`config.mk`:
```
export PLATFORM = sky130hd
export DESIGN_NAME = ump_cell_port
export DESIGN_NICKNAME = d
export VERILOG_FILES = /design/src/rtl/ump_pkg.sv /design/src/rtl/ump_cell_port.sv /design/src/rtl/ump_fifo2.sv
export SDC_FILE = /design/constraint.sdc
export NUM_CORES = 1
export LEC_CHECK = 0
export ABC_AREA = 1
export BUFFER_PORTS_ARGS = -buffer_cell sky130_fd_sc_hd__buf_2
export CAP_MARGIN = 25
export CORE_ASPECT_RATIO = 1.2
export CORE_MARGIN = 2
export CORE_UTILIZATION = 50
export CTS_BUF_LIST = sky130_fd_sc_hd__clkbuf_4 sky130_fd_sc_hd__clkbuf_8
export CTS_CLUSTER_DIAMETER = 200
export DETAILED_ROUTE_END_ITERATION = 7
export HOLD_SLACK_MARGIN = 0.12
export MAX_ROUTING_LAYER = met4
export PLACE_DENSITY = 0.72
export SETUP_SLACK_MARGIN = 0.1
export SLEW_MARGIN = 20
export SYNTH_ARGS = -nofsm -noshare
export SYNTH_HDL_FRONTEND = slang
export SYNTH_HIERARCHICAL = 1
export SYNTH_SLANG_ARGS = --single-unit
export TNS_END_PERCENT = 100
```
`constraint.sdc`:
```
create_clock -name mclk_i -period 5.01 [get_ports mclk_i]
set_input_delay 1.002 -clock mclk_i [delete_from_list [all_inputs] [get_ports mclk_i]]
set_output_delay 1.002 -clock mclk_i [all_outputs]
set_load 0.005 [all_outputs]
```
`src/rtl/ump_pkg.sv`:
```
// shared constants, pin bundles and state types for the cell port
// assumes a single core clock; link pins are sampled, never used as clocks
`default_nettype none
package ump_pkg;
    // core clock period and documented link clock ceilings
    localparam int unsigned CLK_PERIOD_PS = 5000;
    localparam int unsigned TXCLK_MAX8_MHZ = 52;
    localparam int unsigned TXCLK_MAX16_MHZ = 33;
    // fastest link half period in core cycles, rounded down, at least one
    localparam int unsigned LINK_HALF_PS = 1000000 / (TXCLK_MAX8_MHZ * 2);
    localparam int unsigned LINK_HALF_CYC =
        (LINK_HALF_PS / CLK_PERIOD_PS) < 1 ? 1 : (LINK_HALF_PS / CLK_PERIOD_PS);
    // words following the start-of-cell word
    localparam logic [5:0] CELL_MORE_W16 = 6'h1A;
    localparam logic [5:0] CELL_MORE_W8 = 6'h34;
    localparam int unsigned DATA_W = 16;
    localparam int unsigned ADDR_W = 5;
    localparam int unsigned BUF_DEPTH = 2;
    localparam logic [5:0] CNT_ONE = 6'h01;

    // one cell word with its start marker
    typedef struct packed {
        logic soc;
        logic [DATA_W-1:0] data;
    } ump_word_s;

    // transmit pins as they arrive from the master
    typedef struct packed {
        logic clk;
        logic enb_n;
        logic soc;
        logic par;
        logic [ADDR_W-1:0] addr;
        logic [DATA_W-1:0] data;
    } ump_txpin_s;

    // receive control pins from the master
    typedef struct packed {
        logic clk;
        logic enb_n;
        logic [ADDR_W-1:0] addr;
    } ump_rxpin_s;

    // transmit cell state, gray along idle -> cell
    typedef enum logic [1:0] {
        TX_IDLE = 2'b00,
        TX_CELL = 2'b01
    } ump_tx_e;
endpackage
`default_nettype wire

```
`src/rtl/ump_cell_port.sv`:
```
// slave-side multi-phy cell port, 8 or 16 bit, one phy address
// assumes link clocks are slow enough to be sampled by mclk_i (80 ns vs 5 ns)
`default_nettype none
// Behaviour
// - drop tx words between cells
// - check tx parity on link clock edge
// - idle after cell until start and enable
// - sample tx data on tx clock rise
// - drive tx cell available, tristateable
// - drive rx data only when enabled, selected
// - generate rx parity with each word
// - rx start flag only on first word
// - rx outputs change only after rx clock rise
// - data ready the cycle after enable
// - rx drivers on only after enabled cycle
// - drive rx cell available, tristateable
module ump_cell_port #(
    parameter int unsigned BUF_D = ump_pkg::BUF_DEPTH
) (
    input wire logic mclk_i,                    // core clock, 200 MHz
    input wire logic sys_rst_i,                 // synchronous reset, high
    input wire logic bus16_i,                   // 1: 16-bit bus, 0: 8-bit
    input wire logic par_odd_i,                 // 1: odd parity, 0: even
    input wire logic [4:0] phy_addr_i,          // own phy address
    input wire ump_pkg::ump_txpin_s tx_pin_i,   // transmit pins from master
    output logic txclav_o,                      // tx cell available
    output logic txclav_oe_o,                   // tx cell available driven
    input wire ump_pkg::ump_rxpin_s rx_pin_i,   // receive pins from master
    output logic [15:0] rxdata_o,               // rx data bus
    output logic rxsoc_o,                       // rx start of cell
    output logic rxpar_o,                       // rx parity
    output logic rxdata_oe_o,                   // rx data, soc, parity driven
    output logic rxclav_o,                      // rx cell available
    output logic rxclav_oe_o,                   // rx cell available driven
    output logic cell_valid_o,                  // received tx word ready
    output ump_pkg::ump_word_s cell_word_o,     // received tx word
    input wire logic cell_ready_i,              // user takes tx word
    output logic tx_par_err_o,                  // parity error pulse
    output logic tx_lost_o,                     // word lost to full buffer
    input wire logic rx_valid_i,                // user offers rx word
    input wire ump_pkg::ump_word_s rx_word_i,   // rx word to send
    output logic rx_ready_o                     // rx word taken
);
    import ump_pkg::*;

    ump_txpin_s tx_s1_q;
    ump_txpin_s tx_s2_q;
    logic tx_clk_prev_q;
    ump_rxpin_s rx_s1_q;
    ump_rxpin_s rx_s2_q;
    logic rx_clk_prev_q;
    logic tx_edge;
    logic rx_edge;
    ump_tx_e tx_st_q;
    logic [5:0] tx_cnt_q;
    logic [5:0] tx_last;
    logic tx_sel_q;
    logic tx_start;
    logic tx_push;
    logic tx_par_bad;
    logic buf_in_ready;
    ump_word_s tx_word;
    logic [15:0] tx_act;
    logic rx_sel_q;
    ump_word_s rx_hold_q;
    logic rx_hold_v_q;
    logic rx_take;
    logic [15:0] rx_act;

    // ones count parity of the active lanes
    function automatic logic par_of(input logic [15:0] d, input logic wide, input logic odd);
        logic p;
        p = wide ? ^d : ^d[7:0];
        return p ^ odd;
    endfunction

    // two-flop synchronisers; a third flop on each clock finds the edge
    always_ff @(posedge mclk_i) begin
        if (sys_rst_i) begin
            tx_s1_q <= '0;
            tx_s2_q <= '0;
            tx_clk_prev_q <= 1'b0;
            rx_s1_q <= '0;
            rx_s2_q <= '0;
            rx_clk_prev_q <= 1'b0;
        end else begin
            tx_s1_q <= tx_pin_i;
            tx_s2_q <= tx_s1_q;
            tx_clk_prev_q <= tx_s2_q.clk;
            rx_s1_q <= rx_pin_i;
            rx_s2_q <= rx_s1_q;
            rx_clk_prev_q <= rx_s2_q.clk;
        end
    end

    // data travels with its clock, so the edge sees settled data
    assign tx_edge = tx_s2_q.clk && !tx_clk_prev_q;
    assign rx_edge = rx_s2_q.clk && !rx_clk_prev_q;

    // ---- transmit side ----
    // 8-bit mode uses the low lane only; bit 7 is then the top bit
    assign tx_act = bus16_i ? tx_s2_q.data : {8'h00, tx_s2_q.data[7:0]};
    assign tx_last = bus16_i ? CELL_MORE_W16 : CELL_MORE_W8;
    assign tx_start = tx_edge && !tx_s2_q.enb_n && tx_s2_q.soc && tx_sel_q;
    // words outside a cell are simply not pushed
    assign tx_push = (tx_st_q == TX_IDLE) ? tx_start
                   : (tx_edge && !tx_s2_q.enb_n);
    assign tx_par_bad = par_of(tx_act, bus16_i, par_odd_i) != tx_s2_q.par;
    assign tx_word = '{soc: (tx_st_q == TX_IDLE), data: tx_act};

    // selection latched while enable is high, as in multi-phy polling
    always_ff @(posedge mclk_i) begin
        if (sys_rst_i) begin
            tx_sel_q <= 1'b0;
        end else if (tx_edge && tx_s2_q.enb_n) begin
            tx_sel_q <= (tx_s2_q.addr == phy_addr_i);
        end
    end

    // cell framing: start word then a fixed count, then back to idle
    always_ff @(posedge mclk_i) begin
        if (sys_rst_i) begin
            tx_st_q <= TX_IDLE;
            tx_cnt_q <= '0;
        end else begin
            case (tx_st_q)
                TX_IDLE: begin
                    if (tx_start) begin
                        tx_st_q <= TX_CELL;
                        tx_cnt_q <= '0;
                    end
                end
                TX_CELL: begin
                    if (tx_push) begin
                        tx_cnt_q <= tx_cnt_q + CNT_ONE;
                        if (tx_cnt_q + CNT_ONE == tx_last) begin
                            tx_st_q <= TX_IDLE;
                        end
                    end
                end
                default: begin
                    tx_st_q <= TX_IDLE;
                end
            endcase
        end
    end

    // error and loss pulses, one core cycle each
    always_ff @(posedge mclk_i) begin
        if (sys_rst_i) begin
            tx_par_err_o <= 1'b0;
            tx_lost_o <= 1'b0;
        end else begin
            tx_par_err_o <= tx_push && tx_par_bad;
            tx_lost_o <= tx_push && !buf_in_ready;
        end
    end

    // cell available: only a polled own address drives the shared wire;
    // the buffer is small, so a stalled user shows as no cell space
    always_ff @(posedge mclk_i) begin
        if (sys_rst_i) begin
            txclav_o <= 1'b0;
            txclav_oe_o <= 1'b0;
        end else if (tx_edge) begin
            txclav_o <= buf_in_ready && cell_ready_i;
            txclav_oe_o <= (tx_s2_q.addr == phy_addr_i);
        end
    end

    ump_fifo2 #(
        .WIDTH($bits(ump_word_s)),
        .DEPTH(BUF_D)
    ) u_txbuf (
        .mclk_i(mclk_i),
        .sys_rst_i(sys_rst_i),
        .in_valid_i(tx_push),
        .in_data_i(tx_word),
        .in_ready_o(buf_in_ready),
        .out_valid_o(cell_valid_o),
        .out_data_o(cell_word_o),
        .out_ready_i(cell_ready_i)
    );

    // ---- receive side ----
    assign rx_ready_o = !rx_hold_v_q;
    assign rx_take = rx_edge && !rx_s2_q.enb_n && rx_sel_q && rx_hold_v_q;
    assign rx_act = bus16_i ? rx_hold_q.data : {8'h00, rx_hold_q.data[7:0]};

    // one-word holding stage fed by the user
    always_ff @(posedge mclk_i) begin
        if (sys_rst_i) begin
            rx_hold_q <= '0;
            rx_hold_v_q <= 1'b0;
        end else if (rx_valid_i && !rx_hold_v_q) begin
            rx_hold_q <= rx_word_i;
            rx_hold_v_q <= 1'b1;
        end else if (rx_take) begin
            rx_hold_v_q <= 1'b0;
        end
    end

    // rx selection latched while enable is high
    always_ff @(posedge mclk_i) begin
        if (sys_rst_i) begin
            rx_sel_q <= 1'b0;
        end else if (rx_edge && rx_s2_q.enb_n) begin
            rx_sel_q <= (rx_s2_q.addr == phy_addr_i);
        end
    end

    // drivers follow an enabled, selected cycle; updated on link edges only
    always_ff @(posedge mclk_i) begin
        if (sys_rst_i) begin
            rxdata_oe_o <= 1'b0;
        end else if (rx_edge) begin
            rxdata_oe_o <= !rx_s2_q.enb_n && rx_sel_q;
        end
    end

    // new word, start flag and parity together; an empty stage repeats
    // the last word with the start flag low rather than inventing one
    always_ff @(posedge mclk_i) begin
        if (sys_rst_i) begin
            rxdata_o <= '0;
            rxsoc_o <= 1'b0;
            rxpar_o <= par_of(16'h0000, 1'b1, 1'b1) ^ 1'b1;
        end else if (rx_take) begin
            rxdata_o <= rx_act;
            rxsoc_o <= rx_hold_q.soc;
            rxpar_o <= par_of(rx_act, bus16_i, par_odd_i);
        end else if (rx_edge && !rx_s2_q.enb_n) begin
            rxsoc_o <= 1'b0;
            rxpar_o <= par_of(rxdata_o, bus16_i, par_odd_i);
        end
    end

    // rx cell available for own address polls
    always_ff @(posedge mclk_i) begin
        if (sys_rst_i) begin
            rxclav_o <= 1'b0;
            rxclav_oe_o <= 1'b0;
        end else if (rx_edge) begin
            rxclav_o <= rx_hold_v_q;
            rxclav_oe_o <= (rx_s2_q.addr == phy_addr_i);
        end
    end

    // ---- checks ----
    property p_tx_gap;
        @(posedge mclk_i) disable iff (sys_rst_i)
        (tx_st_q == TX_IDLE) && !tx_start |-> !tx_push;
    endproperty
    a_tx_gap: assert property (p_tx_gap) else $error("word taken between cells");

    property p_tx_end;
        @(posedge mclk_i) disable iff (sys_rst_i)
        tx_push && (tx_st_q == TX_CELL) && (tx_cnt_q + CNT_ONE == tx_last)
        |=> (tx_st_q == TX_IDLE) && !tx_push;
    endproperty
    a_tx_end: assert property (p_tx_end) else $error("cell did not end");

    property p_tx_par;
        @(posedge mclk_i) disable iff (sys_rst_i)
        tx_push && tx_par_bad |=> tx_par_err_o;
    endproperty
    a_tx_par: assert property (p_tx_par) else $error("parity error missed");

    property p_tx_edge;
        @(posedge mclk_i) disable iff (sys_rst_i)
        tx_edge |=> !tx_edge;
    endproperty
    a_tx_edge: assert property (p_tx_edge) else $error("link edges too close");

    property p_txclav_sel;
        @(posedge mclk_i) disable iff (sys_rst_i)
        $changed(txclav_oe_o) |-> $past(tx_edge);
    endproperty
    a_txclav_sel: assert property (p_txclav_sel) else $error("clav drive off edge");

    property p_rx_oe;
        @(posedge mclk_i) disable iff (sys_rst_i)
        $rose(rxdata_oe_o) |-> $past(rx_edge && !rx_s2_q.enb_n && rx_sel_q);
    endproperty
    a_rx_oe: assert property (p_rx_oe) else $error("rx driven unselected");

    property p_rx_par;
        @(posedge mclk_i) disable iff (sys_rst_i)
        rx_take |=> rxpar_o == par_of(rxdata_o, bus16_i, par_odd_i);
    endproperty
    a_rx_par: assert property (p_rx_par) else $error("rx parity wrong");

    property p_rx_soc;
        @(posedge mclk_i) disable iff (sys_rst_i)
        rx_edge && !rx_s2_q.enb_n && !rx_take |=> !rxsoc_o;
    endproperty
    a_rx_soc: assert property (p_rx_soc) else $error("stale start flag");

    property p_rx_sync;
        @(posedge mclk_i) disable iff (sys_rst_i)
        $changed(rxdata_o) || $changed(rxdata_oe_o) |-> $past(rx_edge);
    endproperty
    a_rx_sync: assert property (p_rx_sync) else $error("rx changed off edge");

    property p_own_addr;
        @(posedge mclk_i) disable iff (sys_rst_i)
        rx_edge ##1 rxclav_oe_o |-> $past(rx_s2_q.addr) == phy_addr_i;
    endproperty
    a_own_addr: assert property (p_own_addr) else $error("foreign address answered");

    c_tx_cell: cover property (@(posedge mclk_i) disable iff (sys_rst_i)
        $fell(tx_st_q == TX_CELL));
    c_rx_soc: cover property (@(posedge mclk_i) disable iff (sys_rst_i)
        $rose(rxsoc_o) && rxdata_oe_o);
    c_tx_full: cover property (@(posedge mclk_i) disable iff (sys_rst_i)
        !buf_in_ready ##1 buf_in_ready);
endmodule
`default_nettype wire

```
`src/rtl/ump_fifo2.sv`:
```
// small first-in first-out buffer held in flip-flops
// assumes both sides on the core clock; depth is a power of two
`default_nettype none
module ump_fifo2 #(
    parameter int unsigned WIDTH = 17,
    parameter int unsigned DEPTH = 2
) (
    input wire logic mclk_i,              // core clock
    input wire logic sys_rst_i,           // synchronous reset, high
    input wire logic in_valid_i,          // word offered
    input wire logic [WIDTH-1:0] in_data_i, // word offered
    output logic in_ready_o,              // room for a word
    output logic out_valid_o,             // word available
    output logic [WIDTH-1:0] out_data_o,  // head word, from flops
    input wire logic out_ready_i          // consumer takes head
);
    localparam int unsigned PW = (DEPTH > 1) ? $clog2(DEPTH) : 1;
    // sized to the count, so the depth itself is never truncated away
    localparam logic [PW:0] FULL_CNT = (PW+1)'(DEPTH);
    logic [WIDTH-1:0] mem_q [DEPTH];
    logic [PW-1:0] wr_q;
    logic [PW-1:0] rd_q;
    logic [PW:0] cnt_q;
    logic push;
    logic pop;

    // honest flags straight from the occupancy count
    assign in_ready_o = (cnt_q != FULL_CNT);
    assign out_valid_o = (cnt_q != '0);
    assign out_data_o = mem_q[rd_q];
    assign push = in_valid_i && in_ready_o;
    assign pop = out_valid_o && out_ready_i;

    // storage is written only, never reset; the count guards reads
    always_ff @(posedge mclk_i) begin
        if (push) begin
            mem_q[wr_q] <= in_data_i;
        end
    end

    // pointers and count
    always_ff @(posedge mclk_i) begin
        if (sys_rst_i) begin
            wr_q <= '0;
            rd_q <= '0;
            cnt_q <= '0;
        end else begin
            if (push) begin
                wr_q <= wr_q + PW'(1);
            end
            if (pop) begin
                rd_q <= rd_q + PW'(1);
            end
            cnt_q <= cnt_q + (PW+1)'(push) - (PW+1)'(pop);
        end
    end
endmodule
`default_nettype wire

```
==> results of run 1 <==
## per-stage QoR
stage          worst slack (ns)  utilization [%]
6_report                   2.03             59.2
5_1_grt                    1.87             59.2
4_1_cts                    1.97             59.2
3_5_place_dp               2.46             56.0
3_3_place_gp               2.49             55.7
2_1_floorplan              2.80                -
## cell type report
cell class / instances / area share, %
clock buffer: 20 / 3.60
clock inverter: 12 / 1.83
inverter: 145 / 7.29
multi-input combinational: 464 / 30.4
sequential: 157 / 46.7
tap: 164 / 2.75
timing repair buffer: 106 / 7.48
## power breakdown
group	switching (W)	total, W	internal, W
clock	0.000453	0.000932	0.000479
combinational	0.000124	0.000229	0.000105
sequential	0.0000320	0.00136	0.00133
## sequential cells by signal (all words and copies together), names as in the netlist, 2 cells and up, named ones only
| signal | count |
|---|---|
| rx_hold_q | 17 |
| rx_s1_q | 7 |
| rx_s2_q | 7 |
| rxdata_o | 16 |
| tx_cnt_q | 6 |
| tx_s1_q | 25 |
| tx_s2_q | 25 |
| u_txbuf/cnt_q | 2 |
| u_txbuf/mem_q | 34 |
## how the worst max path moves through the flow
stage / slack [ns] / endpoint
2_1_floorplan: 2.80 / tx_par_err_o
3_3_place_gp: 2.49 / cell_word_o[16]
3_5_place_dp: 2.46 / rxpar_o
4_1_cts: 1.97 / cell_word_o[16]
5_1_grt: 1.87 / cell_word_o[16]
6_report: 2.03 / cell_word_o[16]
## kinds of logic after synthesis
group | count (synthesis)
flops | 157
fa+ha+maj | 2
xor+xnor | 26
simple gates | 323
buf+inv | 168
compound gates | 96
mux | 17
## layer usage
layer,up-vias,global-route usage (%),wire length (um)
li1,2621,-,-
met1,2132,22.0,5200
met2,83,29.6,5720
met3,11,4.78,447
met4,0,5.88,153
met5,-,-,0
## worst max-delay path, cell delays in order, from the launching register on
cell	delay (ns)
dfxtp_1	0.96
mux2_2	0.44
buf_2	0.13
## cell usage in the layout, fill, tap and decap left out, types with 4 or more instances in the layout
master / netlist / routed
dfxtp_1: 123 / 123
nand3_1: 22 / 22
mux2_4: 10 / 10
o21ai_0: 43 / 43
inv_1: 142 / 142
nor3_1: 4 / 4
nand2_1: 174 / 174
buf_2: 3 / 103
mux2_2: 7 / 7
clkbuf_8: 0 / 19
a21oi_1: 43 / 43
nor2_1: 113 / 113
xnor2_1: 18 / 18
xor2_1: 8 / 8
edfxtp_1: 34 / 34
==> qor.csv, run 1 <==
stage,metric,value,unit
status,status,finished clean,
worst_hold_path,hp-class,reg2reg,
placement,placed_area,0.00706,sq mm
detailed_routing,wl_per_cell,10.8,um
sta,tightest_slew,0.967,ns
power_and_ir_drop,p_leak,3.58,nW
synthesis,synth_edf_count,34,
die,rows,45,
layout,n_fill_cell,1209,
placement,hpwl,8.10,mm
detailed_routing,vias_per_cell,4.54,
clock_tree,ctsHoldBuffers,0,
worst_setup_path,criticalPathCategory,reg2out,
worst_setup_path,endpoint_kind,output pin,
detailed_routing,drc,0,
sta,min_period_over_period,59.4,%
synthesis,ys_async_sr_fraction,0,%
sta,fin_crit,2.98,ns
worst_setup_path,reg2reg_depth,8,
clock_tree,post_cts_buffers,0,
die,initial_utilization,51.0,%
worst_hold_path,hold-path-cell-count,2,
synthesis,synth_compound_area_share,7.82,%
clock_tree,cts_tree,done,
die,fp.dieH,128,um
layout,regArea,0.00348,sq mm
synthesis,synthesis.area,0.00643,sq mm
job,drv_cap,0,
clock_tree,ctsResizeCount,0,
worst_setup_path,cp.required,4.01,ns
clock_tree,ctsHtreeMaxLevel,4,
synthesis,yosysWarnings,6,
detailed_routing,wl,11.5,mm
worst_hold_path,min_from,tx_s1_q[1],
detailed_routing,drt-initial-drc-count,234,
synthesis,yosys.area.top_type,dfxtp_1,
sta,fmax,0.336,GHz
synthesis,ys_ff_latch,157,
worst_setup_path,r2r-start,tx_s2_q[24],
synthesis,synth.mux.area_fraction,3.56,%
placement,place_congestion,0.844,
placement,dp_cells,1036,
sta,rsz0062_at_grt,no,
worst_setup_path,start_kind,flip-flop,
grt,grt_pass1_wl,19.0,mm
sta,relSlewSlack,35.5,%
clock_tree,insertion_delay,0.44,ns
power_and_ir_drop,peakVddDrop,0.214,mV
synthesis,synth.net_count,851,
die,die_area,0.0138,sq mm
layout,layoutNonFillerInstCount,1068,
synthesis,synth.distinct_cells,34,
layout,antenna_cells,0,
die,die_x,108,um
layout,drive_gt1_share,18.3,%
detailed_routing,antenna_left,0,
die,core,0.0126,sq mm
sta,timing.hold.ws,0.397,ns
worst_setup_path,r2r_end,u_txbuf/mem_q[1][15],
clock_tree,cts_sinks,157,
synthesis,synthXorXnorAreaFrac,3.54,%
power_and_ir_drop,power,0.00252,W
clock_tree,clockBufferDepth,2,
synthesis,yosysMostFrequentCell,nand2_1,
grt,grtUsageTotal,18.1,%
sta,hold_viol,0,
clock_tree,clk_transition_reported_paths,0.09,ns
die,io_pins,104,
sta,maxSlewViolCount,0,
synthesis,synthAdderAreaFrac,0.389,%
layout,multiInputGateArea,0.00227,sq mm
synthesis,yosysSeqAreaShare,54.1,%
synthesis,synth_ff_type,dfxtp_1,
sta,fin_tns_setup,0,ns
synthesis,avgSynthCellArea,8.16,sq um
placement,io_buffers,103,
grt,antenna_found_initial,0,
layout,nets,953,
worst_setup_path,arrival,1.97,ns
grt,overflow,0,
worst_setup_path,path_max_fanout,17,
worst_hold_path,hold_end,tx_s2_q[1],
detailed_routing,first_pass_iters,6,
layout,area_growth,16.0,%
detailed_routing,vias,4847,
clock_tree,numCtsBuffers,17,
grt,grt_max_degree,82,
synthesis,synth_simple_gate_area_share,19.9,%
synthesis,synth_top_area_share,38.3,%
synthesis,yosys-top-cells-count,"174 x nand2_1, 142 x inv_1, 123 x dfxtp_1, 113 x nor2_1",
clock_tree,root_buffer,clkbuf_8,
grt,grt_pass1_vias,4182,
sta,skew,0.0104,ns
layout,fin_area,0.00746,sq mm
synthesis,synth_top_family_by_area,simple AND/OR/NAND/NOR gates,
synthesis,syn_inst,789,
synthesis,ys_top_cells_by_area,"dfxtp_1 38%, edfxtp_1 16%, nand2_1 10%, inv_1 8.3%, nor2_1 6.6%",
worst_setup_path,rrSetupSlack,2.65,ns
power_and_ir_drop,power_density,338,mW/mm^2
sta,setup_viol,0,
No activity file was read; power rests on OpenSTA's default activity.
==> run 2, diff against run 1 <==
Settings changed: PLACE_DENSITY 0.72 to 0.75.
Clock period 5.01 ns to 2.7 ns, I/O delays scaled along.
==> qor.csv, run 2 (synthesis results as in run 1) <==
stage,metric,value,unit,change
status,status,finished clean,,unchanged
worst_setup_path,cp_cell_sequence,inv_1 -> nor2_1 -> inv_1 -> nor2_1 -> inv_1 -> nor2_1 -> nand2_2 -> nor2_2 -> buf_12,,was mux2_2 -> buf_2
layout,reg_top3,"u_txbuf/mem_q (34), tx_s1_q (25), tx_s2_q (25)",,unchanged
worst_hold_path,min_from,rx_pin_i[2],,was tx_s1_q[1]
detailed_routing,vias_per_cell,4.51,,was 4.54
die,rows,45,,unchanged
clock_tree,post_cts_buffers,0,,unchanged
layout,n_fill_cell,1177,,"was 1,209"
clock_tree,clk_transition_reported_paths,0.09,ns,about the same
worst_setup_path,endpoint_kind,flip-flop,,was output pin
worst_setup_path,reg2reg_depth,9,,was 8
detailed_routing,wl,11.6,mm,was 11.5 mm
grt,grtUsageTotal,18.0,%,was 18.1%
grt,grt_pass1_vias,4380,,"was 4,182"
sta,min_period_over_period,77.2,%,
power_and_ir_drop,peakVddDrop,0.441,mV,was 0.214 mV
layout,final_cell_mix,"174 x nand2_1, 142 x inv_1, 123 x dfxtp_1",,unchanged
layout,regArea,0.00348,sq mm,unchanged
worst_setup_path,rrSetupSlack,0.62,ns,was 2.65 ns
detailed_routing,drt-initial-drc-count,213,,was 234
clock_tree,numCtsBuffers,17,,unchanged
clock_tree,insertion_delay,0.43,ns,was 0.44 ns
die,initial_utilization,51.0,%,unchanged
detailed_routing,antenna_left,0,,unchanged
layout,layoutNonFillerInstCount,1074,,"was 1,068"
power_and_ir_drop,p_leak,3.60,nW,was 3.58 nW
worst_setup_path,path_max_fanout,12,,was 17
sta,worst_slack,0.616,ns,was 2.03 ns
worst_setup_path,crit_path_max_incr_delay,0.39,ns,was 0.96 ns
grt,grt_max_degree,82,,unchanged
placement,io_buffers,103,,unchanged
worst_setup_path,cp_top_family,simple AND/OR/NAND/NOR gates,,was flip-flops
clock_tree,ctsHoldBuffers,0,,unchanged
clock_tree,ctsResizeCount,0,,unchanged
worst_hold_path,hp-class,in2reg,,was reg2reg
die,core,0.0126,sq mm,unchanged
sta,rsz0062_at_grt,no,,unchanged
detailed_routing,first_pass_iters,4,,was 6
layout,largest_register_ffs,34,,unchanged
die,io_pins,104,,unchanged
power_and_ir_drop,power,0.00467,W,was 0.00252 W
sta,skew,0.00911,ns,was 0.0104 ns
detailed_routing,vias,4839,,"was 4,847"
worst_setup_path,r2r_end,u_txbuf/mem_q[1][6],,was u_txbuf/mem_q[1][15]
placement,place_ws,0.615,ns,was 2.46 ns
clock_tree,clockBufferDepth,2,,unchanged
layout,final_common_cell,nand2_1,,unchanged
sta,setup_viol,0,,unchanged
layout,multiInputGateArea,0.00227,sq mm,unchanged
sta,hold_viol,0,,unchanged
detailed_routing,drc,0,,unchanged
grt,overflow,0,,unchanged
clock_tree,ctsHtreeMaxLevel,4,,unchanged
worst_setup_path,start_kind,flip-flop,,unchanged
worst_setup_path,r2r-start,tx_s2_q[24],,unchanged
worst_hold_path,hold_end,rx_s1_q[2],,was tx_s2_q[1]
power_and_ir_drop,power_density,623,mW/mm^2,was 338 mW/mm^2
placement,dp_cells,1040,,"was 1,036"
worst_setup_path,criticalPathCategory,reg2reg,,was reg2out
worst_setup_path,arrival,2.23,ns,was 1.97 ns
placement,hpwl,8.15,mm,was 8.10 mm
clock_tree,cts_tree,done,,unchanged
layout,nets,957,,was 953
sta,fin_tns_setup,0,ns,unchanged
clock_tree,root_buffer,clkbuf_8,,unchanged
worst_setup_path,cp.required,2.85,ns,was 4.01 ns
clock_tree,cts_sinks,157,,unchanged
layout,area_growth,16.4,%,was 16.0%
worst_hold_path,hold-path-cell-count,3,,was 2
worst_setup_path,cpMaxStageDelayCell,nor2_2,,was dfxtp_1
worst_setup_path,crit_buf_inv,4,,was 1
sta,tightest_slew,0.489,ns,was 0.967 ns
die,die_x,108,um,unchanged
die,die_area,0.0138,sq mm,unchanged
job,drv_cap,0,,unchanged
placement,place_congestion,0.822,,was 0.844
layout,drive_gt1_share,18.6,%,was 18.3%
sta,relSlewSlack,67.4,%,was 35.5%
grt,antenna_found_initial,2,,was 0
grt,grt_pass1_wl,19.2,mm,was 19.0 mm
sta,maxSlewViolCount,0,,unchanged
layout,regMostFlops,u_txbuf/mem_q,,unchanged
die,fp.dieH,128,um,unchanged
sta,fin_crit,2.08,ns,
detailed_routing,wl_per_cell,10.8,um,about the same
sta,fmax,0.480,GHz,
==> run 2: cell types whose count changed in the layout (fill, tap and decap cells not counted), moves of 2 or more <==
cell	change
diode_2	+2
inv_8	+3
inv_6	+4
clkinvlp_4	-2
inv_4	-2
buf_4	+3
buf_12	+2
==> run 2: power by group <==
part | total, W | internal (W) | switching (W)
registers | 0.00251 | 0.00247 | 0.0000402
logic | 0.000452 | 0.000196 | 0.000256
clock network | 0.00171 | 0.000793 | 0.000914
==> run 2: cell type report <==
class	instances	area share, %
diodes	2	0.0668
clock buffers	18	3.31
clock inverters	14	1.97
inverters	145	7.26
multi-input cells	464	30.3
flip-flops and latches	157	46.5
well taps	164	2.74
repair buffers	110	7.91
==> run 2: worst min-delay path, stage by stage <==
cell and delay, ns:
buf_2 0.09, inv_1 0.04, nor2_1 0.03
==> run 2: metal layers <==
layer	GRT usage, %	wire length (um)	vias to the layer above
met1	21.0	5080	2118
li1	-	-	2627
met3	4.68	509	14
met5	-	0	-
met2	29.7	5800	80
met4	7.09	165	0
==> run 2: through the flow <==
step / cell area [sq um] / hold WS [ns] / util, %
after floorplan: 6430 / 0.388 / -
after global placement: 7090 / 0.389 / 56.2
after detailed placement: 7090 / 0.392 / 56.2
after CTS: 7490 / 0.272 / 59.4
after global routing: 7490 / 0.281 / 59.4
final: 7490 / 0.298 / 59.4
==> run 2: how the worst max path moves through the flow <==
stage                     start                   to  depth (start not counted)
finish              tx_s2_q[24]  u_txbuf/mem_q[1][6]                          9
global route        tx_s2_q[24]  u_txbuf/mem_q[1][3]                          9
CTS                   flip-flop      cell_word_o[16]                          3
detailed placement      bus16_i              rxpar_o                         12
global placement        bus16_i              rxpar_o                         12
floorplan           tx_s2_q[24]  u_txbuf/mem_q[0][0]                          8
